File: src/rpe_pkg.sv
// constants and types shared by the radio protocol engine timing block
package rpe_pkg;
	// clock and time figures
	localparam int CLK_MHZ          = 25;
	localparam int SETUP_US         = 210;
	localparam int SETUP_CYC        = SETUP_US * CLK_MHZ;
	localparam int ACK_TIMEOUT_US   = 130;
	localparam int ACK_TIMEOUT_CYC  = ACK_TIMEOUT_US * CLK_MHZ;
	localparam int ARD_STEP_US      = 256;
	localparam int ARD_STEP_CYC     = ARD_STEP_US * CLK_MHZ;
	localparam int IRQ_LATENCY_US   = 3;
	localparam int IRQ_LATENCY_CYC  = IRQ_LATENCY_US * CLK_MHZ;
	localparam int TMR_W            = 17;
	localparam int DW               = 8;
	localparam int AW               = 8;

	// register byte offsets
	localparam logic [AW-1:0] ADDR_CTRL    = 8'h00;
	localparam logic [AW-1:0] ADDR_RETR    = 8'h04;
	localparam logic [AW-1:0] ADDR_TIMEOUT = 8'h08;
	localparam logic [AW-1:0] ADDR_STATUS  = 8'h0C;
	localparam logic [AW-1:0] ADDR_MASK    = 8'h10;
	localparam logic [AW-1:0] ADDR_OBSERVE = 8'h14;

	// field positions
	localparam int CTRL_PRX_BIT   = 0;
	localparam int RETR_LIM_LSB   = 0;
	localparam int RETR_ARD_LSB   = 4;
	localparam int IRQ_RX_DATA_READY_IRQ_BIT  = 0;
	localparam int IRQ_TX_DONE_IRQ_BIT  = 1;
	localparam int IRQ_RETRY_LIMIT_IRQ_BIT = 2;

	// reset values
	localparam logic [DW-1:0] RST_CTRL    = 8'h00;
	localparam logic [DW-1:0] RST_RETR    = 8'h13;
	localparam logic [DW-1:0] RST_TIMEOUT = 8'h82;
	localparam logic [2:0]    RST_MASK    = 3'h7;

	// engine states
	typedef enum logic [3:0] {
		RPE_IDLE, RPE_PTX_SETUP, RPE_PTX_TX, RPE_PTX_ACKW,
		RPE_PTX_ACKRX, RPE_PTX_ARD, RPE_PTX_HALT,
		RPE_PRX_RX, RPE_PRX_ACK
	} rpe_state_t;
endpackage : rpe_pkg

File: src/rpe_timer.sv
// one-shot down counter used for setup, timeout and retransmit delay
`timescale 1ns/1ps
module rpe_timer (
	input  wire logic                    sys_clk_i,
	input  wire logic                    rst_i,
	input  wire logic                    load_i,
	input  wire logic [rpe_pkg::TMR_W-1:0] value_i,
	output logic                         done_o
);
	import rpe_pkg::*;

	logic [TMR_W-1:0] cnt;
	logic             running;

	// count down, one pulse at expiry, a new load restarts
	always_ff @(posedge sys_clk_i) begin
		if (rst_i) begin
			cnt     <= '0;
			running <= 1'b0;
			done_o  <= 1'b0;
		end else if (load_i) begin
			cnt     <= value_i;
			running <= 1'b1;
			done_o  <= 1'b0;
		end else if (running && cnt <= TMR_W'(1)) begin
			running <= 1'b0;
			done_o  <= 1'b1;
		end else begin
			cnt    <= running ? cnt - TMR_W'(1) : cnt;
			done_o <= 1'b0;
		end
	end
endmodule : rpe_timer

File: src/rpe_engine.sv
// protocol engine sequencing: transmitter and receiver timing with irqs
// Operation
// - every autonomous sequence except receiving a duplicate packet ends by raising the radio interrupt
// - activate high on receiver enters receive mode searching packets
// - transmit starts 210 us after activation, lasts the time on air
// - after sending with ack expected, switch to receive for the ack
// - receiver raises data ready on new packet, then sends an ack
// - ack received: raise tx done and remove packet from queue
// - interrupt asserts 3 us after its triggering event
// - ack wait times out after 130 us or shorter, then delay
// - retransmit delay is 0 us or 256 us steps up to 3840 us
// - no ack within setup, timeout and delay slot: resend packet
// - address match during ack wait holds receive until packet ends
// - ack carrying payload raises both tx done and data ready
// - receiver tx done for ack payload waits for next new packet
// - duplicate packet is acknowledged but raises no data ready
// - retry limit exceeded: raise retry irq, keep payload queued
// - retransmit delay setting counts in 256 us increments
`timescale 1ns/1ps
module rpe_engine #(
	parameter int SETUP_CYCLES    = rpe_pkg::SETUP_CYC,
	parameter int ARD_STEP_CYCLES = rpe_pkg::ARD_STEP_CYC
) (
	input  wire logic                  sys_clk_i,
	input  wire logic                  rst_i,
	input  wire logic [rpe_pkg::AW-1:0] addr_i,
	input  wire logic [rpe_pkg::DW-1:0] wdata_i,
	input  wire logic                  wr_i,
	input  wire logic                  rd_i,
	output logic      [rpe_pkg::DW-1:0] rdata_o,
	input  wire logic                  activate_i,
	input  wire logic                  txq_not_empty_i,
	input  wire logic                  txq_no_ack_i,
	input  wire logic                  tx_air_done_i,
	input  wire logic                  addr_match_i,
	input  wire logic                  pkt_rx_done_i,
	input  wire logic                  pkt_rx_fail_i,
	input  wire logic [1:0]            pkt_rx_pid_i,
	input  wire logic                  pkt_rx_payload_i,
	input  wire logic                  pkt_no_ack_i,
	output logic                       tx_start_o,
	output logic                       tx_is_ack_o,
	output logic                       tx_on_o,
	output logic                       rx_on_o,
	output logic                       txq_pop_o,
	output logic      [1:0]            packet_sequence_id_o,
	output logic                       radio_interrupt_o
);
	import rpe_pkg::*;

	rpe_state_t       state;
	logic [DW-1:0]    ctrl;
	logic [DW-1:0]    retr;
	logic [DW-1:0]    ack_wait_timeout;
	logic [2:0]       status;
	logic [2:0]       mask;
	logic [2:0]       evt;
	logic [2:0]       pend;
	logic [6:0]       lat_cnt;
	logic             lat_run;
	logic [3:0]       retry_cnt;
	logic [1:0]       last_pid;
	logic             have_last;
	logic             ack_pl_sent;
	logic             tmr_load;
	logic [TMR_W-1:0] tmr_val;
	logic             tmr_done;
	logic [3:0]       retransmit_delay;
	logic [3:0]       retry_limit_count;
	logic             primary_receiver;
	logic             rx_new;
	logic [TMR_W-1:0] timeout_cyc;
	logic [TMR_W-1:0] ard_cyc;
	logic [2:0]       status_set;

	assign retransmit_delay  = retr[RETR_ARD_LSB +: 4];
	assign retry_limit_count = retr[RETR_LIM_LSB +: 4];
	assign primary_receiver  = ctrl[CTRL_PRX_BIT];
	assign rx_new = !(have_last && pkt_rx_pid_i == last_pid);

	// word decode shared by read and write paths
	function automatic logic hit(input logic [AW-1:0] a,
			input logic [AW-1:0] r);
		hit = (a == r);
	endfunction : hit

	// timeout in cycles, clamped to the longest wait
	always_comb begin
		timeout_cyc = TMR_W'(ack_wait_timeout) * TMR_W'(CLK_MHZ);
		if (ack_wait_timeout > DW'(ACK_TIMEOUT_US))
			timeout_cyc = TMR_W'(ACK_TIMEOUT_CYC);
		ard_cyc = TMR_W'(retransmit_delay) * TMR_W'(ARD_STEP_CYCLES);
	end

	rpe_timer u_timer (
		.sys_clk_i (sys_clk_i),
		.rst_i     (rst_i),
		.load_i    (tmr_load),
		.value_i   (tmr_val),
		.done_o    (tmr_done)
	);

	// configuration registers
	always_ff @(posedge sys_clk_i) begin
		if (rst_i) begin
			ctrl             <= RST_CTRL;
			retr             <= RST_RETR;
			ack_wait_timeout <= RST_TIMEOUT;
			mask             <= RST_MASK;
		end else if (wr_i) begin
			if (hit(addr_i, ADDR_CTRL))
				ctrl <= wdata_i;
			if (hit(addr_i, ADDR_RETR))
				retr <= wdata_i;
			if (hit(addr_i, ADDR_TIMEOUT))
				ack_wait_timeout <= wdata_i;
			if (hit(addr_i, ADDR_MASK))
				mask <= wdata_i[2:0];
		end
	end

	// read data, one cycle after the strobe, zero otherwise
	always_ff @(posedge sys_clk_i) begin
		if (rst_i) begin
			rdata_o <= '0;
		end else if (rd_i) begin
			if (hit(addr_i, ADDR_CTRL))
				rdata_o <= ctrl;
			else if (hit(addr_i, ADDR_RETR))
				rdata_o <= retr;
			else if (hit(addr_i, ADDR_TIMEOUT))
				rdata_o <= ack_wait_timeout;
			else if (hit(addr_i, ADDR_STATUS))
				rdata_o <= {5'h00, status};
			else if (hit(addr_i, ADDR_MASK))
				rdata_o <= {5'h00, mask};
			else if (hit(addr_i, ADDR_OBSERVE))
				rdata_o <= {DW'(state)} << 4 | {4'h0, retry_cnt};
			else
				rdata_o <= '0;
		end else begin
			rdata_o <= '0;
		end
	end

	// latency stage: events wait 3 us before reaching status
	always_ff @(posedge sys_clk_i) begin
		if (rst_i) begin
			pend    <= '0;
			lat_cnt <= '0;
			lat_run <= 1'b0;
		end else if (lat_run && lat_cnt == 7'h01) begin
			pend    <= evt;
			lat_run <= |evt;
			lat_cnt <= 7'(IRQ_LATENCY_CYC);
		end else begin
			pend    <= pend | evt;
			lat_run <= lat_run | (|evt);
			if (lat_run)
				lat_cnt <= lat_cnt - 7'h01;
			else
				lat_cnt <= 7'(IRQ_LATENCY_CYC);
		end
	end

	assign status_set = (lat_run && lat_cnt == 7'h01) ? pend : 3'h0;

	// sticky status, write one to clear, a new set wins
	always_ff @(posedge sys_clk_i) begin
		if (rst_i)
			status <= '0;
		else if (wr_i && hit(addr_i, ADDR_STATUS))
			status <= (status & ~wdata_i[2:0]) | status_set;
		else
			status <= status | status_set;
	end

	// level interrupt toward the host
	always_ff @(posedge sys_clk_i) begin
		if (rst_i)
			radio_interrupt_o <= 1'b0;
		else
			radio_interrupt_o <= |(status & mask);
	end

	// protocol sequencer
	always_ff @(posedge sys_clk_i) begin
		if (rst_i) begin
			state       <= RPE_IDLE;
			evt         <= '0;
			tmr_load    <= 1'b0;
			tmr_val     <= '0;
			tx_start_o  <= 1'b0;
			tx_is_ack_o <= 1'b0;
			tx_on_o     <= 1'b0;
			rx_on_o     <= 1'b0;
			txq_pop_o   <= 1'b0;
			retry_cnt   <= '0;
			last_pid    <= '0;
			have_last   <= 1'b0;
			ack_pl_sent <= 1'b0;
			packet_sequence_id_o <= '0;
		end else begin
			evt        <= '0;
			tmr_load   <= 1'b0;
			tx_start_o <= 1'b0;
			txq_pop_o  <= 1'b0;
			case (state)
			RPE_IDLE: begin
				tx_on_o <= 1'b0;
				rx_on_o <= 1'b0;
				// no start beside a removal: the queue flag lags by a cycle
				if (activate_i && primary_receiver) begin
					state   <= RPE_PRX_RX;
					rx_on_o <= 1'b1;
				end else if (activate_i && txq_not_empty_i && !txq_pop_o) begin
					state     <= RPE_PTX_SETUP;
					retry_cnt <= '0;
					tmr_load  <= 1'b1;
					tmr_val   <= TMR_W'(SETUP_CYCLES);
				end
			end
			RPE_PTX_SETUP: begin
				if (tmr_done) begin
					state       <= RPE_PTX_TX;
					tx_start_o  <= 1'b1;
					tx_is_ack_o <= 1'b0;
					tx_on_o     <= 1'b1;
				end
			end
			RPE_PTX_TX: begin
				if (tx_air_done_i) begin
					tx_on_o <= 1'b0;
					if (txq_no_ack_i) begin
						evt[IRQ_TX_DONE_IRQ_BIT] <= 1'b1;
						txq_pop_o <= 1'b1;
						packet_sequence_id_o <= packet_sequence_id_o + 2'h1;
						state <= RPE_IDLE;
					end else begin
						state    <= RPE_PTX_ACKW;
						rx_on_o  <= 1'b1;
						tmr_load <= 1'b1;
						tmr_val  <= timeout_cyc;
					end
				end
			end
			RPE_PTX_ACKW: begin
				if (addr_match_i) begin
					state <= RPE_PTX_ACKRX;
				end else if (tmr_done) begin
					state    <= RPE_PTX_ARD;
					rx_on_o  <= 1'b0;
					tmr_load <= 1'b1;
					tmr_val  <= ard_cyc;
				end
			end
			RPE_PTX_ACKRX: begin
				if (pkt_rx_done_i) begin
					rx_on_o <= 1'b0;
					evt[IRQ_TX_DONE_IRQ_BIT] <= 1'b1;
					evt[IRQ_RX_DATA_READY_IRQ_BIT] <= pkt_rx_payload_i;
					txq_pop_o <= 1'b1;
					packet_sequence_id_o <= packet_sequence_id_o + 2'h1;
					state <= RPE_IDLE;
				end else if (pkt_rx_fail_i) begin
					state    <= RPE_PTX_ARD;
					rx_on_o  <= 1'b0;
					tmr_load <= 1'b1;
					tmr_val  <= ard_cyc;
				end
			end
			RPE_PTX_ARD: begin
				if (tmr_done) begin
					if (retry_cnt >= retry_limit_count) begin
						evt[IRQ_RETRY_LIMIT_IRQ_BIT] <= 1'b1;
						state <= RPE_PTX_HALT;
					end else begin
						retry_cnt <= retry_cnt + 4'h1;
						state     <= RPE_PTX_SETUP;
						tmr_load  <= 1'b1;
						tmr_val   <= TMR_W'(SETUP_CYCLES);
					end
				end
			end
			RPE_PTX_HALT: begin
				// payload stays queued until activate is toggled
				if (!activate_i)
					state <= RPE_IDLE;
			end
			RPE_PRX_RX: begin
				if (!activate_i) begin
					state   <= RPE_IDLE;
					rx_on_o <= 1'b0;
				end else if (pkt_rx_done_i) begin
					if (rx_new) begin
						evt[IRQ_RX_DATA_READY_IRQ_BIT] <= 1'b1;
						evt[IRQ_TX_DONE_IRQ_BIT] <= ack_pl_sent;
						txq_pop_o   <= ack_pl_sent;
						ack_pl_sent <= 1'b0;
						last_pid    <= pkt_rx_pid_i;
						have_last   <= 1'b1;
					end
					if (!pkt_no_ack_i) begin
						state       <= RPE_PRX_ACK;
						rx_on_o     <= 1'b0;
						tx_on_o     <= 1'b1;
						tx_start_o  <= 1'b1;
						tx_is_ack_o <= 1'b1;
						if (rx_new)
							ack_pl_sent <= txq_not_empty_i;
					end
				end
			end
			RPE_PRX_ACK: begin
				if (tx_air_done_i) begin
					tx_on_o <= 1'b0;
					rx_on_o <= 1'b1;
					state   <= RPE_PRX_RX;
				end
			end
			default: begin
				state <= RPE_IDLE;
			end
			endcase
		end
	end
endmodule : rpe_engine

File: config.mk
export PLATFORM = sky130hd
export DESIGN_NAME = rpe_engine
export DESIGN_NICKNAME = d
export VERILOG_FILES = /design/src/rpe_pkg.sv /design/src/rpe_timer.sv /design/src/rpe_engine.sv
export SDC_FILE = /design/constraint.sdc
export NUM_CORES = 1
export LEC_CHECK = 0
export BUFFER_PORTS_ARGS = -buffer_cell sky130_fd_sc_hd__buf_2
export CAP_MARGIN = 20
export CELL_PAD_IN_SITES_DETAIL_PLACEMENT = 0
export CELL_PAD_IN_SITES_GLOBAL_PLACEMENT = 1
export CORE_MARGIN = 2
export CORE_UTILIZATION = 43
export CTS_BUF_LIST = sky130_fd_sc_hd__clkbuf_4 sky130_fd_sc_hd__clkbuf_8
export DETAILED_ROUTE_END_ITERATION = 10
export GPL_TIMING_DRIVEN = 0
export PLACE_DENSITY = 0.79
export SYNTH_ARGS = -nofsm -noshare
export SYNTH_HDL_FRONTEND = slang
export SYNTH_SLANG_ARGS = --single-unit
File: constraint.sdc
create_clock -name sys_clk_i -period 2.9 [get_ports sys_clk_i]
set_input_delay 0.58 -clock sys_clk_i [delete_from_list [all_inputs] [get_ports sys_clk_i]]
set_output_delay 0.58 -clock sys_clk_i [all_outputs]
set_load 0.005 [all_outputs]
Word level (Yosys, flattened, before mapping)
Index checks and enable logic that the tools add are counted.

Register bits after elaboration: 109. Bits of input ports: 31. Logic and storage cells: 237.

Add/sub/neg operators: 4. Multipliers: 2. $lt $le $gt $ge: 3. Equality and inequality tests: 40. Muxes and demuxes: 107. Bitwise logic cells: 13. Reduce and logical (&&, ||, !) cells: 39.

Operator list (count): $mux 17 (13); $pmux 17 s5 (1); $mux 4 (18); $mux 8 (6); $mux 1 (43); $pmux 4 s9 (1); $ne 2x2->1 const B (16); $le 17x1->1 const B (1); $sub 17x1->17 const B (1); $eq 4x3->1 const B (4); $eq 8x4->1 const B (2); $eq 8x5->1 const B (2); $mux 2 (8); $mux 7 (2); $mul 8x5->13 const B (1); $mux 13 (1); $mux 3 (4); $ne 3x3->1 const B (4); $reduce_or 3->1 (4); $reduce_and 11->1 (1); $reduce_and 10->1 (1); $reduce_and 2->1 (5); $reduce_and 5->1 (2); $reduce_bool 2->1 (5); other kinds (39) (62).

Longest topological paths before layout
Gate-level depths: netlist of run 1.

Depth in word-level cells: 7. Depth in mapped cells: 12.

Modules after synthesis
Synthesis of run 1 repeated with hierarchy kept, for this count alone.

Cell total of the unflattened synthesis: 762. Area total of the unflattened synthesis: 6630.1 um^2.

By module, submodules not included: rpe_engine (times used 1, cells an instance 618, area an instance 5424.0 um^2); rpe_timer (times used 1, cells an instance 144, area an instance 1206.2 um^2).

Worst setup path after synthesis of run 1
No wires, ideal clock.

Path type: flip-flop to flip-flop. Start point: register ack_wait_timeout[2]. End point: register tmr_val[10]. Setup time: 139 ps. Arrival: 2866 ps. Slack: -106 ps. Stages on the path, launching flop included: 11. Period minus slack after synthesis: 3006 ps. Cell sequence: dfxtp_1 > inv_1 > ha_1 > ha_1 > fa_1 > ha_1 > a211oi_1 > nor2_1 > mux2i_1 > a2111oi_0 > o32ai_1.

Longest elaborated chain between the ends: 5. Elaborated cells between the ends (all ways): 6. Classes of those cells: 1 x mul; 1 x order compare; 4 x mux.

RTL lines: from (decl) (RTL line rpe_engine.sv:54) `logic [DW-1:0] ack_wait_timeout;`; from (signal assigned) (RTL line rpe_engine.sv:116) `ack_wait_timeout <= wdata_i;`; $mul 8x5->13 or $gt 8x8->1 (tied branches) (RTL line rpe_engine.sv:89, rpe_engine.sv:90); $mux 13 (*) (RTL line rpe_engine.sv:90) `if (ack_wait_timeout > DW'(ACK_TIMEOUT_US))`; $mux 17 (*) (RTL line rpe_engine.sv:234) `if (txq_no_ack_i) begin`; $mux 17 (*) (RTL line rpe_engine.sv:232) `if (tx_air_done_i) begin`; $pmux 17 s5 (*) (RTL line rpe_engine.sv:208) `case (state)`; to (signal assigned) (RTL line rpe_engine.sv:220) `tmr_val <= TMR_W'(SETUP_CYCLES);`; to (signal assigned) (RTL line rpe_engine.sv:243) `tmr_val <= timeout_cyc;`; to (signal assigned) (RTL line rpe_engine.sv:254) `tmr_val <= ard_cyc;`; to (decl) (RTL line rpe_engine.sv:66) `logic [TMR_W-1:0] tmr_val;`.

Every way passes the cells marked *; elsewhere a longest branch is shown, timed or not. The select of a mux whose other input is x is not followed. A chain may end at the register's enable or synchronous reset.

Worst setup path after layout of run 1
Ends and elaborated chain as after synthesis.

==> impl_summary.md, run 1 <==
GRT
For this run, the total global-route usage over all layers was measured as 22.9%. The first global-routing pass estimated 29500 um of wire. The via count of the first global-routing pass is 5723. The initial antenna violation count came to 0. The largest net degree at the start of global routing is 17. Global routing finished with a remaining overflow of 0.

Synth
After synthesis, flip-flops and latches occupy 33.4% of the total area. The post-synthesis average cell area is 8.40 um2. The number of nets handed over by synthesis was 856. The flip-flop and latch count after synthesis is 108. The cell area that synthesis handed to floorplanning was 0.00647 mm2. The synthesized instance count is 770. The post-synthesis cell type count is 76. In the synthesized netlist the dominant register cell turns out to be dfxtp_1.

The count of flip-flops with a built-in enable after synthesis is 0. Counting flops with an async set or reset pin after synthesis yields a share of 0%. The Yosys step of the flow raised 0 warnings.

Drt
The number of routed nets with antenna violations is 0. Summed over all nets, wire length on met2 after detailed routing comes to 8420 um. After detailed routing, the total wire length is 18000 um.

After detailed routing, the met3 layer carries 919 um of wire. The number of design-rule violations left by the first detailed-router iteration is 335. After detailed routing, the number of remaining DRC violations is 0. The routed metal-1 wirelength is 8230 um. The highest metal layer carrying signal wires in the routed design is met4. The detailed-route via count is 5942.

The first detailed-routing pass ran for 5 iterations. In the routed layout, each cell is associated on average with a via count of 5.79. After detailed routing, the average wire length per cell comes to 17.5 um.

Clocking
The number of sinks driven by the clock tree is 108. The number of CTS-inserted buffers is 9. The TritonCTS clock tree is built. The root buffer cell is clkbuf_8. The clock slew at the register clock pins of the worst setup and hold paths is 0.09 ns. No sink is reached through more buffers than the 2 on the longest clock path. After clock tree synthesis, the flow added hold-fix buffers numbering 0.

For the worst-skew pair, the clock arrives at the later sink with an insertion delay of 0.38 ns. The count of H-tree levels built during CTS is 3.

Power
The analysis attributes to cell leakage a power of 2.92 nW. Registers are responsible for 45.4% of the overall power. In this run the power density over the cells is 493 mW/mm2. Net switching is 33.8% of the power.

IR analysis of the VDD net gives a maximum drop of 0.248 mV. The internal power of the cells is 2.45 mW. In this run, the combinational gates consume 28.1% of the power. The power after layout is 3.70 mW. The switching power is 1.25 mW. The relative contribution of the clock network to total power is 26.5%.

Min path
The sink of the worst hold path is have_last. The worst hold path begins at have_last. Along the worst hold path, the cell count comes to 2. The path class of the tightest hold or removal check is reg -> reg.

Critical path
For the worst setup path, the data arrival time is 3.14 ns. The most critical setup path has its startpoint at ack_wait_timeout[2]. The capturing point of the worst reg2reg path is tmr_val[10]. The worst register-to-register path has a depth of 12.

STA classifies the critical path startpoint as a flop. The highest fanout seen on the critical path is 6. Setup slack on the worst reg-to-reg path comes out at -0.0005 ns. The required time of the critical path is 3.14 ns. By startpoint and endpoint, the worst setup path is classified as reg -> reg. STA classifies the critical path endpoint as a flop.

The startpoint identified for the worst register-to-register timing path is ack_wait_timeout[2].

Timing
The max-slew violation total from the final report is 0. Setup repair after global routing could not meet its margin everywhere. Across all hold checks on the routed design, the worst slack comes to 0.456 ns. On the final layout, the worst clock skew is 0.00945 ns. Subtracting the final worst setup slack from the clock period gives 2.90 ns. The worst pin sits at a relative slew slack of 50.6%.

The maximum achievable frequency is 345 MHz. Setup violations remaining at the end of the flow were counted as 1. For the pin with the worst max-slew slack, the measured transition is 0.741 ns. The summed negative setup slack over all endpoints is -0.000549 ns. The final count of hold timing violations came to 0. The post-route clock period utilization is 100%.

The worst setup margin is -0.000549 ns.

Floorplanning
The number of placement rows is 44. In this run the count of I/O pins placed on the die edge is 47. From bottom edge to top edge, the die measures 127 um.

The width of the chip is 127 um. The die covers 0.0160 mm2. Once the floorplan was initialized, standard cells occupied 44.2% of the core.

The area inside the core boundary is 0.0146 mm2.

Status
The flow ran to the end, but the final reports show violations. The checks that failed: setup timing.

Cells and area
The post-route netlist has 16.6% of its cells at a drive strength greater than 1. In the layout the commonest cells are dfxtp_1, nor2_1, nand2_1, a21oi_1, buf_2. Counting the fill cells in the layout gives 1410. Summing all multi-input logic gate instances after layout gives 0.00421 mm2.

The number of antenna diodes in the final layout is 0. Compared with the post-synthesis result, the final layout area differs by 16.1%. The library cell used most frequently in the layout, excluding fill and tap cells, is dfxtp_1. After the last flow step, the layout net total stands at 924. Summing all flip-flop and latch instances after layout gives 0.00219 mm2.

Run
The count of max-cap constraint violations is 0.

Placed design
The total of buffers placed on input and output ports is 44. Routability-driven placement finished with a final weighted congestion of 0.927. Detailed placement ended at an HPWL of 13600 um.
power by group through the flow:
stage	clock network, mW	registers [mW]	logic [mW]
5_1_grt	1.07	1.70	1.14
2_1_floorplan	0	1.69	0.747
4_1_cts	1.00	1.68	1.02
3_5_place_dp	0	1.72	1.01
6_report	0.981	1.68	1.04
3_3_place_gp	0	1.71	0.994
area by class of cell:
type                       count  share of cell area, %
clock buffer                  10                   1.75
buffer                        37                   2.07
multi-input combinational    574                   56.0
tap                          184                   3.07
inverter                      50                   2.50
sequential                   108                   29.1
timing repair buffer          58                   4.47
clock inverter                 5                   1.03
cell families (layout without fill, tap and decap cells):
family	count (synthesis)	after routing	synth area share, %
simple gates	260	260	20.8
compound gates	197	197	20.0
flops	108	108	33.4
buf+inv	88	160	5.36
fa+ha+maj	55	55	11.1
mux	34	34	5.49
xor+xnor	28	28	3.79
per-layer routing:
metal,GRT usage (%),vias to the layer above
met3,4.64,34
li1,-,2911
met4,7.43,0
met2,37.8,185
met1,30.3,2812
met5,0,-
state kept, by name, indices dropped and copies added, names as in the netlist, 2 cells and up, named ones only:
name	cells
ack_wait_timeout	8
rdata_o	8
status	3
retr	8
evt	2
state	4
u_timer.cnt	17
retry_cnt	4
lat_cnt	7
mask	3
packet_sequence_id_o	2
ctrl	8
tmr_val	17
last_pid	2
pend	3
stage by stage:
stage / instance area, um2 / setup WS (ns) / utilization (%) / cells
final: 7510 / -0.000549 / 51.3 / 1026
after global placement: 6940 / -0.601 / 47.4 / 998
after global routing: 7510 / -0.102 / 51.3 / 1026
after floorplan: 6490 / 0.0324 / - / 770
after CTS: 7280 / 0.00146 / 49.7 / 1019
after detailed placement: 6950 / -0.592 / 47.5 / 999
worst max path at each step:
stage	slack, ns	to	depth (start not counted)
global route	-0.10	tmr_val[10]	12
global placement	-0.60	tmr_val[10]	10
detailed placement	-0.59	tmr_val[10]	10
finish	-0.0005	tmr_val[10]	12
CTS	0.001	tmr_val[11]	10
floorplan	0.03	tmr_val[9]	10
worst max-delay path: stages (launching register included):
cell,delay [ns]
dfxtp_4,0.37
buf_6,0.12
ha_4,0.15
ha_4,0.25
inv_2,0.03
fa_1,0.52
inv_2,0.05
ha_4,0.19
a211oi_4,0.27
nor2_2,0.09
mux2i_1,0.14
a2111oi_2,0.42
o32ai_1,0.16
Yosys cell counts (3+ instances only):
cell type  number  share of area, %
or3_1           4              0.39
ha_1           51               9.9
nor3_1         23               1.8
mux2i_1        31               4.8
o211ai_1       12               1.4
nor3b_1         9               1.0
o22ai_1         5              0.48
a21o_1          3              0.35
a22o_1          3              0.41
a31oi_1         6              0.58
buf_2           4              0.31
and3_1          5              0.48
nor2b_1        17               1.6
nand2_1        62               3.6
a32oi_1         4              0.54
and2_1          4              0.39
nor2_1         64               3.7
nand3_1        34               2.6
nor4b_1         5              0.68
a21oi_1        62               4.8
o31ai_1         4              0.46
xor2_1          9               1.2
clkbuf_1       30               1.7
nor4_1          5              0.48
and4_1          3              0.41
fa_1            4               1.2
a311oi_1        4              0.54
xnor2_1        19               2.6
dfxtp_1       108                33
or4_1           4              0.46
a211o_1         3              0.41
o21ai_0        38               2.9
o221ai_1        3              0.41
nand4_1         4              0.39
o21a_1          5              0.58
inv_1          48               2.8
a31o_2          6              0.81
a211oi_1       18               2.1
what timing repair did:
action,in CTS,in global routing
gates cloned,0,0
resized for setup,23,28
buffers inserted,5,8
pin swaps,11,11
endpoints found under the setup margin,4,6
(Power assumes the default switching activity.)
==> inputs of run 2 (changes only) <==
- BUFFER_PORTS_ARGS: -buffer_cell sky130_fd_sc_hd__buf_2 -> default
- CORE_UTILIZATION: 43 -> 46
- DONT_BUFFER_PORTS: default -> 1
- RECOVER_POWER: default -> 50
==> impl_summary.md, run 2 (synthesis gave the netlist of run 1 again) <==
Clocking
The TritonCTS clock tree is built. The root buffer cell is clkbuf_8. The count of H-tree levels built during CTS is 3. The clock passes through at most 2 buffers. In this run, CTS created clock tree buffers numbering 9.

The clock latency on the worst-skew pair is 0.38 ns. Clock-pin slew was measured on the worst setup and hold paths at 0.10 ns. The number of hold buffers added after CTS was 0.

The number of sinks driven by the clock tree is 108.

GRT
The via count of the first global-routing pass was 5610. The wire length of the first global-routing pass is 28900 um. Summed over all layers, the global routing overflow is 0. The largest net degree at the start of global routing is 18. The initial antenna violation count is 0. Global routing used 24.7% of the available tracks.

Floorplanning
The die outline area is 0.0150 mm2. From bottom edge to top edge, the die measures 123 um. Row generation in the floorplan step produced 43 rows.

The area inside the core boundary is 0.0138 mm2. The initial utilization of the core area, before any placement, comes to 46.8%. The number of primary I/O pins is 47. The width of the chip is 123 um.

Timing
The worst pin sits at a relative slew slack of 48.8%. For the pin with the worst max-slew slack, the measured transition is 0.758 ns. The post-route clock period utilization is 98.6%. The setup skew after layout is 0.0110 ns. The max-slew violation total from the final report is 0. Setup repair after global routing could not meet its margin everywhere. For the finished layout, the period the worst path requires is 2.86 ns. The final count of hold timing violations was 0. The summed negative setup slack over all endpoints is 0 ns. The maximum achievable frequency is 350 MHz. The total setup violations reported at the end of the flow is 0.

Critical path
The highest fanout seen on the critical path is 4. The critical path data arrival time is 3.11 ns. The number of buffers and inverters on the critical path is 3.

At the worst endpoint, the required time is 3.15 ns. The logic depth of the worst path, buffers included is 12. The signal on the critical path passes through buf_4 -> ha_1 -> ha_1 -> inv_1 -> fa_1 -> inv_2 -> ha_4 -> o21ai_1 -> nor2_2 -> mux2i_1 -> a2111oi_4 -> o32ai_1. For the worst flop-to-flop path, the logic depth is 12. STA classifies the critical path endpoint as a flop. The standard cell with the maximum stage delay on the critical path is fa_1. For this run, the slowest stage of the critical path takes 0.50 ns. The critical path in this run is classified as reg -> reg. The most prevalent standard cell on the critical path is ha_1.

The worst setup path is launched from a flop. On the critical path the largest part of the delay comes from adder cells.

Cells and area
The largest registers in the layout are tmr_val: 17 flops, u_timer.cnt: 17 flops. The finished cells cover 0.00723 mm2. The library cell used most frequently in the layout, excluding fill and tap cells, is dfxtp_1. Compared with the post-synthesis result, the final layout area differs by 11.8%.

The layout has 1328 filler cells. For this run, the post-layout net count is 879. The utilization of the core after routing is 52.3%. Cells with a size suffix above 1 make up 10.8% of the layout. The antenna cell count is 0. The library cells used most frequently in the layout, excluding fill and tap cells, are dfxtp_1, nor2_1, nand2_1, a21oi_1, inv_1.

Min path
The tightest min-delay check is of the in -> reg type. The worst hold path passes through 2 cells.

Drt
Dividing the detail-routed wire length by the instance count gives 18.6 um. For this run, design rule violations remaining after detail routing come to 0. The pre-antenna-repair detailed-routing pass consisted of 5 iterations.

Once detail routing completed, the nets flagged for antenna violations numbered 0. In this run, the number of DRC markers left after iteration 0 of detailed routing was 356. The routed design has 18200 um of wire. The ratio of routed vias to standard cells is 5.86. The detailed-route via count is 5735.

Power
The relative contribution of the clock network to total power is 27.9%. Cell internal power was estimated by the tool at 2.46 mW. The power per cell area is 514 mW/mm2. The switching power is 1.25 mW. IR analysis of the VDD net gives a maximum drop of 0.242 mV.

The switching power as a share of total power is 33.7%. Summed over all cells, the static leakage comes to 2.71 nW. The sequential group share of total power is 45.3%.

The share of total power in combinational logic is 26.8%.

Placed design
The total of buffers placed on input and output ports is 0. The post-detailed-placement cell area is 0.00672 mm2. The global placement routability congestion is 0.924. Detailed placement finished with a half-perimeter wire length of 13600 um.

Run
The count of max-cap constraint violations is 0.

Status
The run finished with clean final reports.
-- run 2: per-layer routing --
layer	up-vias	global-route usage [%]	routed length (um)
li1	2825	-	-
met1	2726	33.1	8480
met2	158	39.9	8470
met3	26	4.74	938
met4	0	8.48	318
met5	-	0	0
-- run 2: what timing repair did --
action / 4_1_cts / 5_1_grt
gates resized for setup: 29 / 16
buffers inserted: 5 / 7
pin swaps: 8 / 11
endpoints found under the setup margin: 4 / 4
-- run 2: path summary, 6_finish.rpt --
| check | startpoint | to | slack (ns) |
|---|---|---|---|
| worst max-delay path | ack_wait_timeout[3] | tmr_val[10] | 0.04 |
| worst min-delay path | wdata_i[4] | retr[4] | 0.32 |
| worst max register to register | ack_wait_timeout[3] | tmr_val[10] | 0.04 |
| worst min register to register | have_last | have_last | 0.46 |
-- run 2: power by group through the flow --
| stage | clock network, mW | logic (mW) | registers, mW |
|---|---|---|---|
| after detailed placement | 0 | 0.970 | 1.72 |
| after global placement | 0 | 0.959 | 1.72 |
| after global routing | 1.12 | 1.09 | 1.70 |
| after CTS | 1.06 | 0.980 | 1.68 |
| final | 1.04 | 0.996 | 1.68 |
| after floorplan | 0 | 0.747 | 1.69 |
-- run 2: cell type report --
type	count	area [um2]	share of cell area [%]
Clock buffer	11	145	2.01
Tap cell	180	225	3.11
Timing Repair Buffer	13	98.8	1.37
Clock inverter	5	83.8	1.16
Buffer	37	151	2.09
Inverter	50	190	2.63
Sequential cell	108	2190	30.2
Multi-Input combinational cell	574	4150	57.4
-- run 2: through the flow --
stage | setup slack, ns | hold slack, ns | total power, mW | instances
3_3_place_gp | -0.620 | 0.436 | 2.68 | 950
5_1_grt | -0.0438 | 0.304 | 3.91 | 978
3_5_place_dp | -0.576 | 0.439 | 2.69 | 951
4_1_cts | -0.00190 | 0.304 | 3.72 | 972
2_1_floorplan | 0.0324 | 0.426 | 2.44 | 770
6_report | 0.0420 | 0.318 | 3.72 | 978
==> inputs of run 3 (changes only) <==
- CORE_MARGIN: 2 -> 4
- GPL_TIMING_DRIVEN: 0 -> default
==> impl_summary.md, run 3 (synthesis gave the netlist of run 1 again) <==
Status
The run finished, with violations left. The checks that failed: setup timing.

Drt
The detailed-router iteration count before antenna repair is 5. For this block, the initial DRC count from the detailed router was 326. The detailed-route via count is 5637. The average wire per cell in the routed design is 17.6 um. The post-detailed-route DRC marker count is 0. The routed wire length is 17000 um.

In the routed layout, each cell is associated on average with a via count of 5.85. The number of routed nets with antenna violations is 0.

Cells and area
The library cell used most frequently in the layout, excluding fill and tap cells, is dfxtp_1. The post-layout instance count excluding filler cells is 963. The footprint of the flip-flops and latches is 0.00218 mm2. The repair_antennas step left the layout with diodes totalling 0. The number of fill cells in the layout is 1300.

The area added between synthesis and finish is 10.9%. The area of the multi-input gates is 0.00412 mm2. In the layout the commonest cells are dfxtp_1, nor2_1, nand2_1, a21oi_1, inv_1.

The final net count is 864. The largest registers in the layout are tmr_val: 17 flops, u_timer.cnt: 17 flops. In the final layout, the share of cells above drive strength 1 is 12.0%.

Critical path
The capture point of the critical path is tmr_val[9]. The capturing point of the worst reg2reg path is tmr_val[9]. The startpoint identified for the worst register-to-register timing path is ack_wait_timeout[3]. STA classifies the critical path startpoint as a flop. Data on the critical path is required at its endpoint by 3.22 ns. The largest stage delay on the critical path is 0.58 ns.

The slowest stage of the critical path is the fa_1 cell. Setup slack on the worst reg-to-reg path comes out at -0.008 ns. Tracing the worst setup path back leads to its startpoint at ack_wait_timeout[3]. The worst register-to-register path has a depth of 10.

At the worst endpoint, the arrival time is 3.23 ns. The most prevalent standard cell on the critical path is ha_4. The worst setup path is captured at a flop. The kind of critical path is reg -> reg. The highest fanout seen on the critical path is 4. Walking the worst path, the cells encountered are inv_2 -> ha_4 -> ha_4 -> fa_1 -> ha_4 -> o21a_4 -> a2111oi_4 -> a31o_2 -> o21ai_0 -> a311oi_1.

Clocking
The root buffer cell is clkbuf_8. The TritonCTS clock tree is built. The number of sinks driven by the clock tree is 108. The later pin in the worst-skew pair is clocked with a latency of 0.40 ns. The maximum buffer depth of the clock tree is 2.

The number of CTS-inserted buffers is 9. After clock tree synthesis, the flow added hold-fix buffers numbering 0. The H-tree generated during clock tree synthesis spans 3 levels. The clock slew at the register clock pins of the worst setup and hold paths is 0.11 ns.

Timing
Setup repair after global routing could not meet its margin everywhere. After layout, the minimum clock period comes to 2.91 ns. At the pin with the least slew margin, the transition time is 0.659 ns. The setup skew after layout is 0.0102 ns.

On the final layout, the worst hold slack is 0.239 ns. The summed negative setup slack over all endpoints is -0.00753 ns. The max-slew violation total from the final report was 0.

The worst slew slack as a fraction of its limit is 55.5%. The worst setup margin is -0.00753 ns. Static timing analysis puts the maximum clock frequency at 344 MHz. The post-route clock period utilization is 100%.

The final count of hold timing violations is 0. Setup violations remaining at the end of the flow were counted as 1.

GRT
The largest net degree at the start of global routing is 83. The via count of the first global-routing pass is 5611. The overall track demand over capacity in global routing is 21.0%. The initial antenna violation count came to 0.

The first global-routing pass estimated 27400 um of wire. The final global-route overflow total is 0.

Placed design
The post-placement setup slack is -0.178 ns. Counting tap cells, the placed design contains a total of 946 instances. In this run the tool buffered the top-level ports with 0 buffer cells.

Once detailed placement completed, the half-perimeter wirelength came to 12300 um. At the end of routability-driven placement, the weighted congestion stood at 0.832.

Power
The share of total power in combinational logic is 25.9%. For this design the ratio of total power to cell area is 500 mW/mm2. The leakage power is 2.74 nW. The switching power is 1.25 mW. The relative contribution of the clock network to total power is 27.3%. Net switching is 34.7% of the power.

The largest vdd supply drop is 0.271 mV. Sequential cells burn 46.8% of the power. The internal power of the cells totals 2.34 mW.

Floorplanning
The width of the chip is 127 um. The area inside the core boundary is 0.0138 mm2. The number of primary I/O pins is 47. The floorplan step defined a die boundary enclosing 0.0160 mm2. The number of placement rows is 43. The starting density of the core is 46.8%. In this run the vertical extent of the chip is 127 um.

Min path
The number of stages on the worst hold path is 1. The worst hold path belongs to the class in -> reg.

Run
The count of max-cap constraint violations is 0.
run 3: changes by cell type in the layout (fill, tap and decap cells not counted), sizes merged:
cell	change
clkbuf	-31
buf	+14
inv	+2
bufinv	-1
clkinv	+1
run 3: repair_timing:
action | CTS | global route
cloned | 0 | 0
pin swaps | 8 | 6
endpoints found under the setup margin | 5 | 3
gates resized for setup | 15 | 20
setup buffers | 0 | 1
run 3: cell type report:
type                       count  area share (%)
tap                          180            3.14
multi-input combinational    574            57.4
inverter                      50            2.62
clock inverter                 7            1.15
sequential                   108            30.4
clock buffer                   9            1.73
timing repair buffer          35            3.56
run 3: how the worst min path moves through the flow:
| stage | from | slack, ns | end |
|---|---|---|---|
| 4_1_cts | rst_i | 0.22 | ack_wait_timeout[4] |
| 5_1_grt | rst_i | 0.21 | ack_wait_timeout[0] |
| 3_3_place_gp | have_last | 0.43 | have_last |
| 6_report | rst_i | 0.24 | state[3] |
| 2_1_floorplan | have_last | 0.43 | have_last |
| 3_5_place_dp | have_last | 0.44 | have_last |
run 3: power groups by stage:
stage,sequential (mW),clock [mW],combinational [mW]
global route,1.69,1.07,1.01
global placement,1.71,0,0.908
CTS,1.68,1.00,0.918
floorplan,1.69,0,0.747
detailed placement,1.71,0,0.912
finish,1.68,0.979,0.929
run 3: metal layers:
metal	global-route usage, %	wire, um	up-vias
met1	26.5	7490	2674
met2	35.5	8350	146
met3	5.39	884	24
li1	-	-	2793
met5	0	0	-
met4	5.68	240	0
run 3: stage by stage:
stage,instance area [um2],total power [mW],util (%)
after global routing,7170,3.78,51.9
after CTS,7110,3.60,51.4
after detailed placement,6810,2.63,49.3
after floorplan,6490,2.44,-
after global placement,6810,2.62,49.3
final,7170,3.59,51.9
run 3: worst max-delay path: cells and delay by family, from the launching register on:
family / cells / cell delay (ns)
DFF: 1 / 0.40
AOI/OAI and AO/OA: 5 / 1.08
adders and majority gates: 4 / 1.30
buffers and inverters: 1 / 0.06
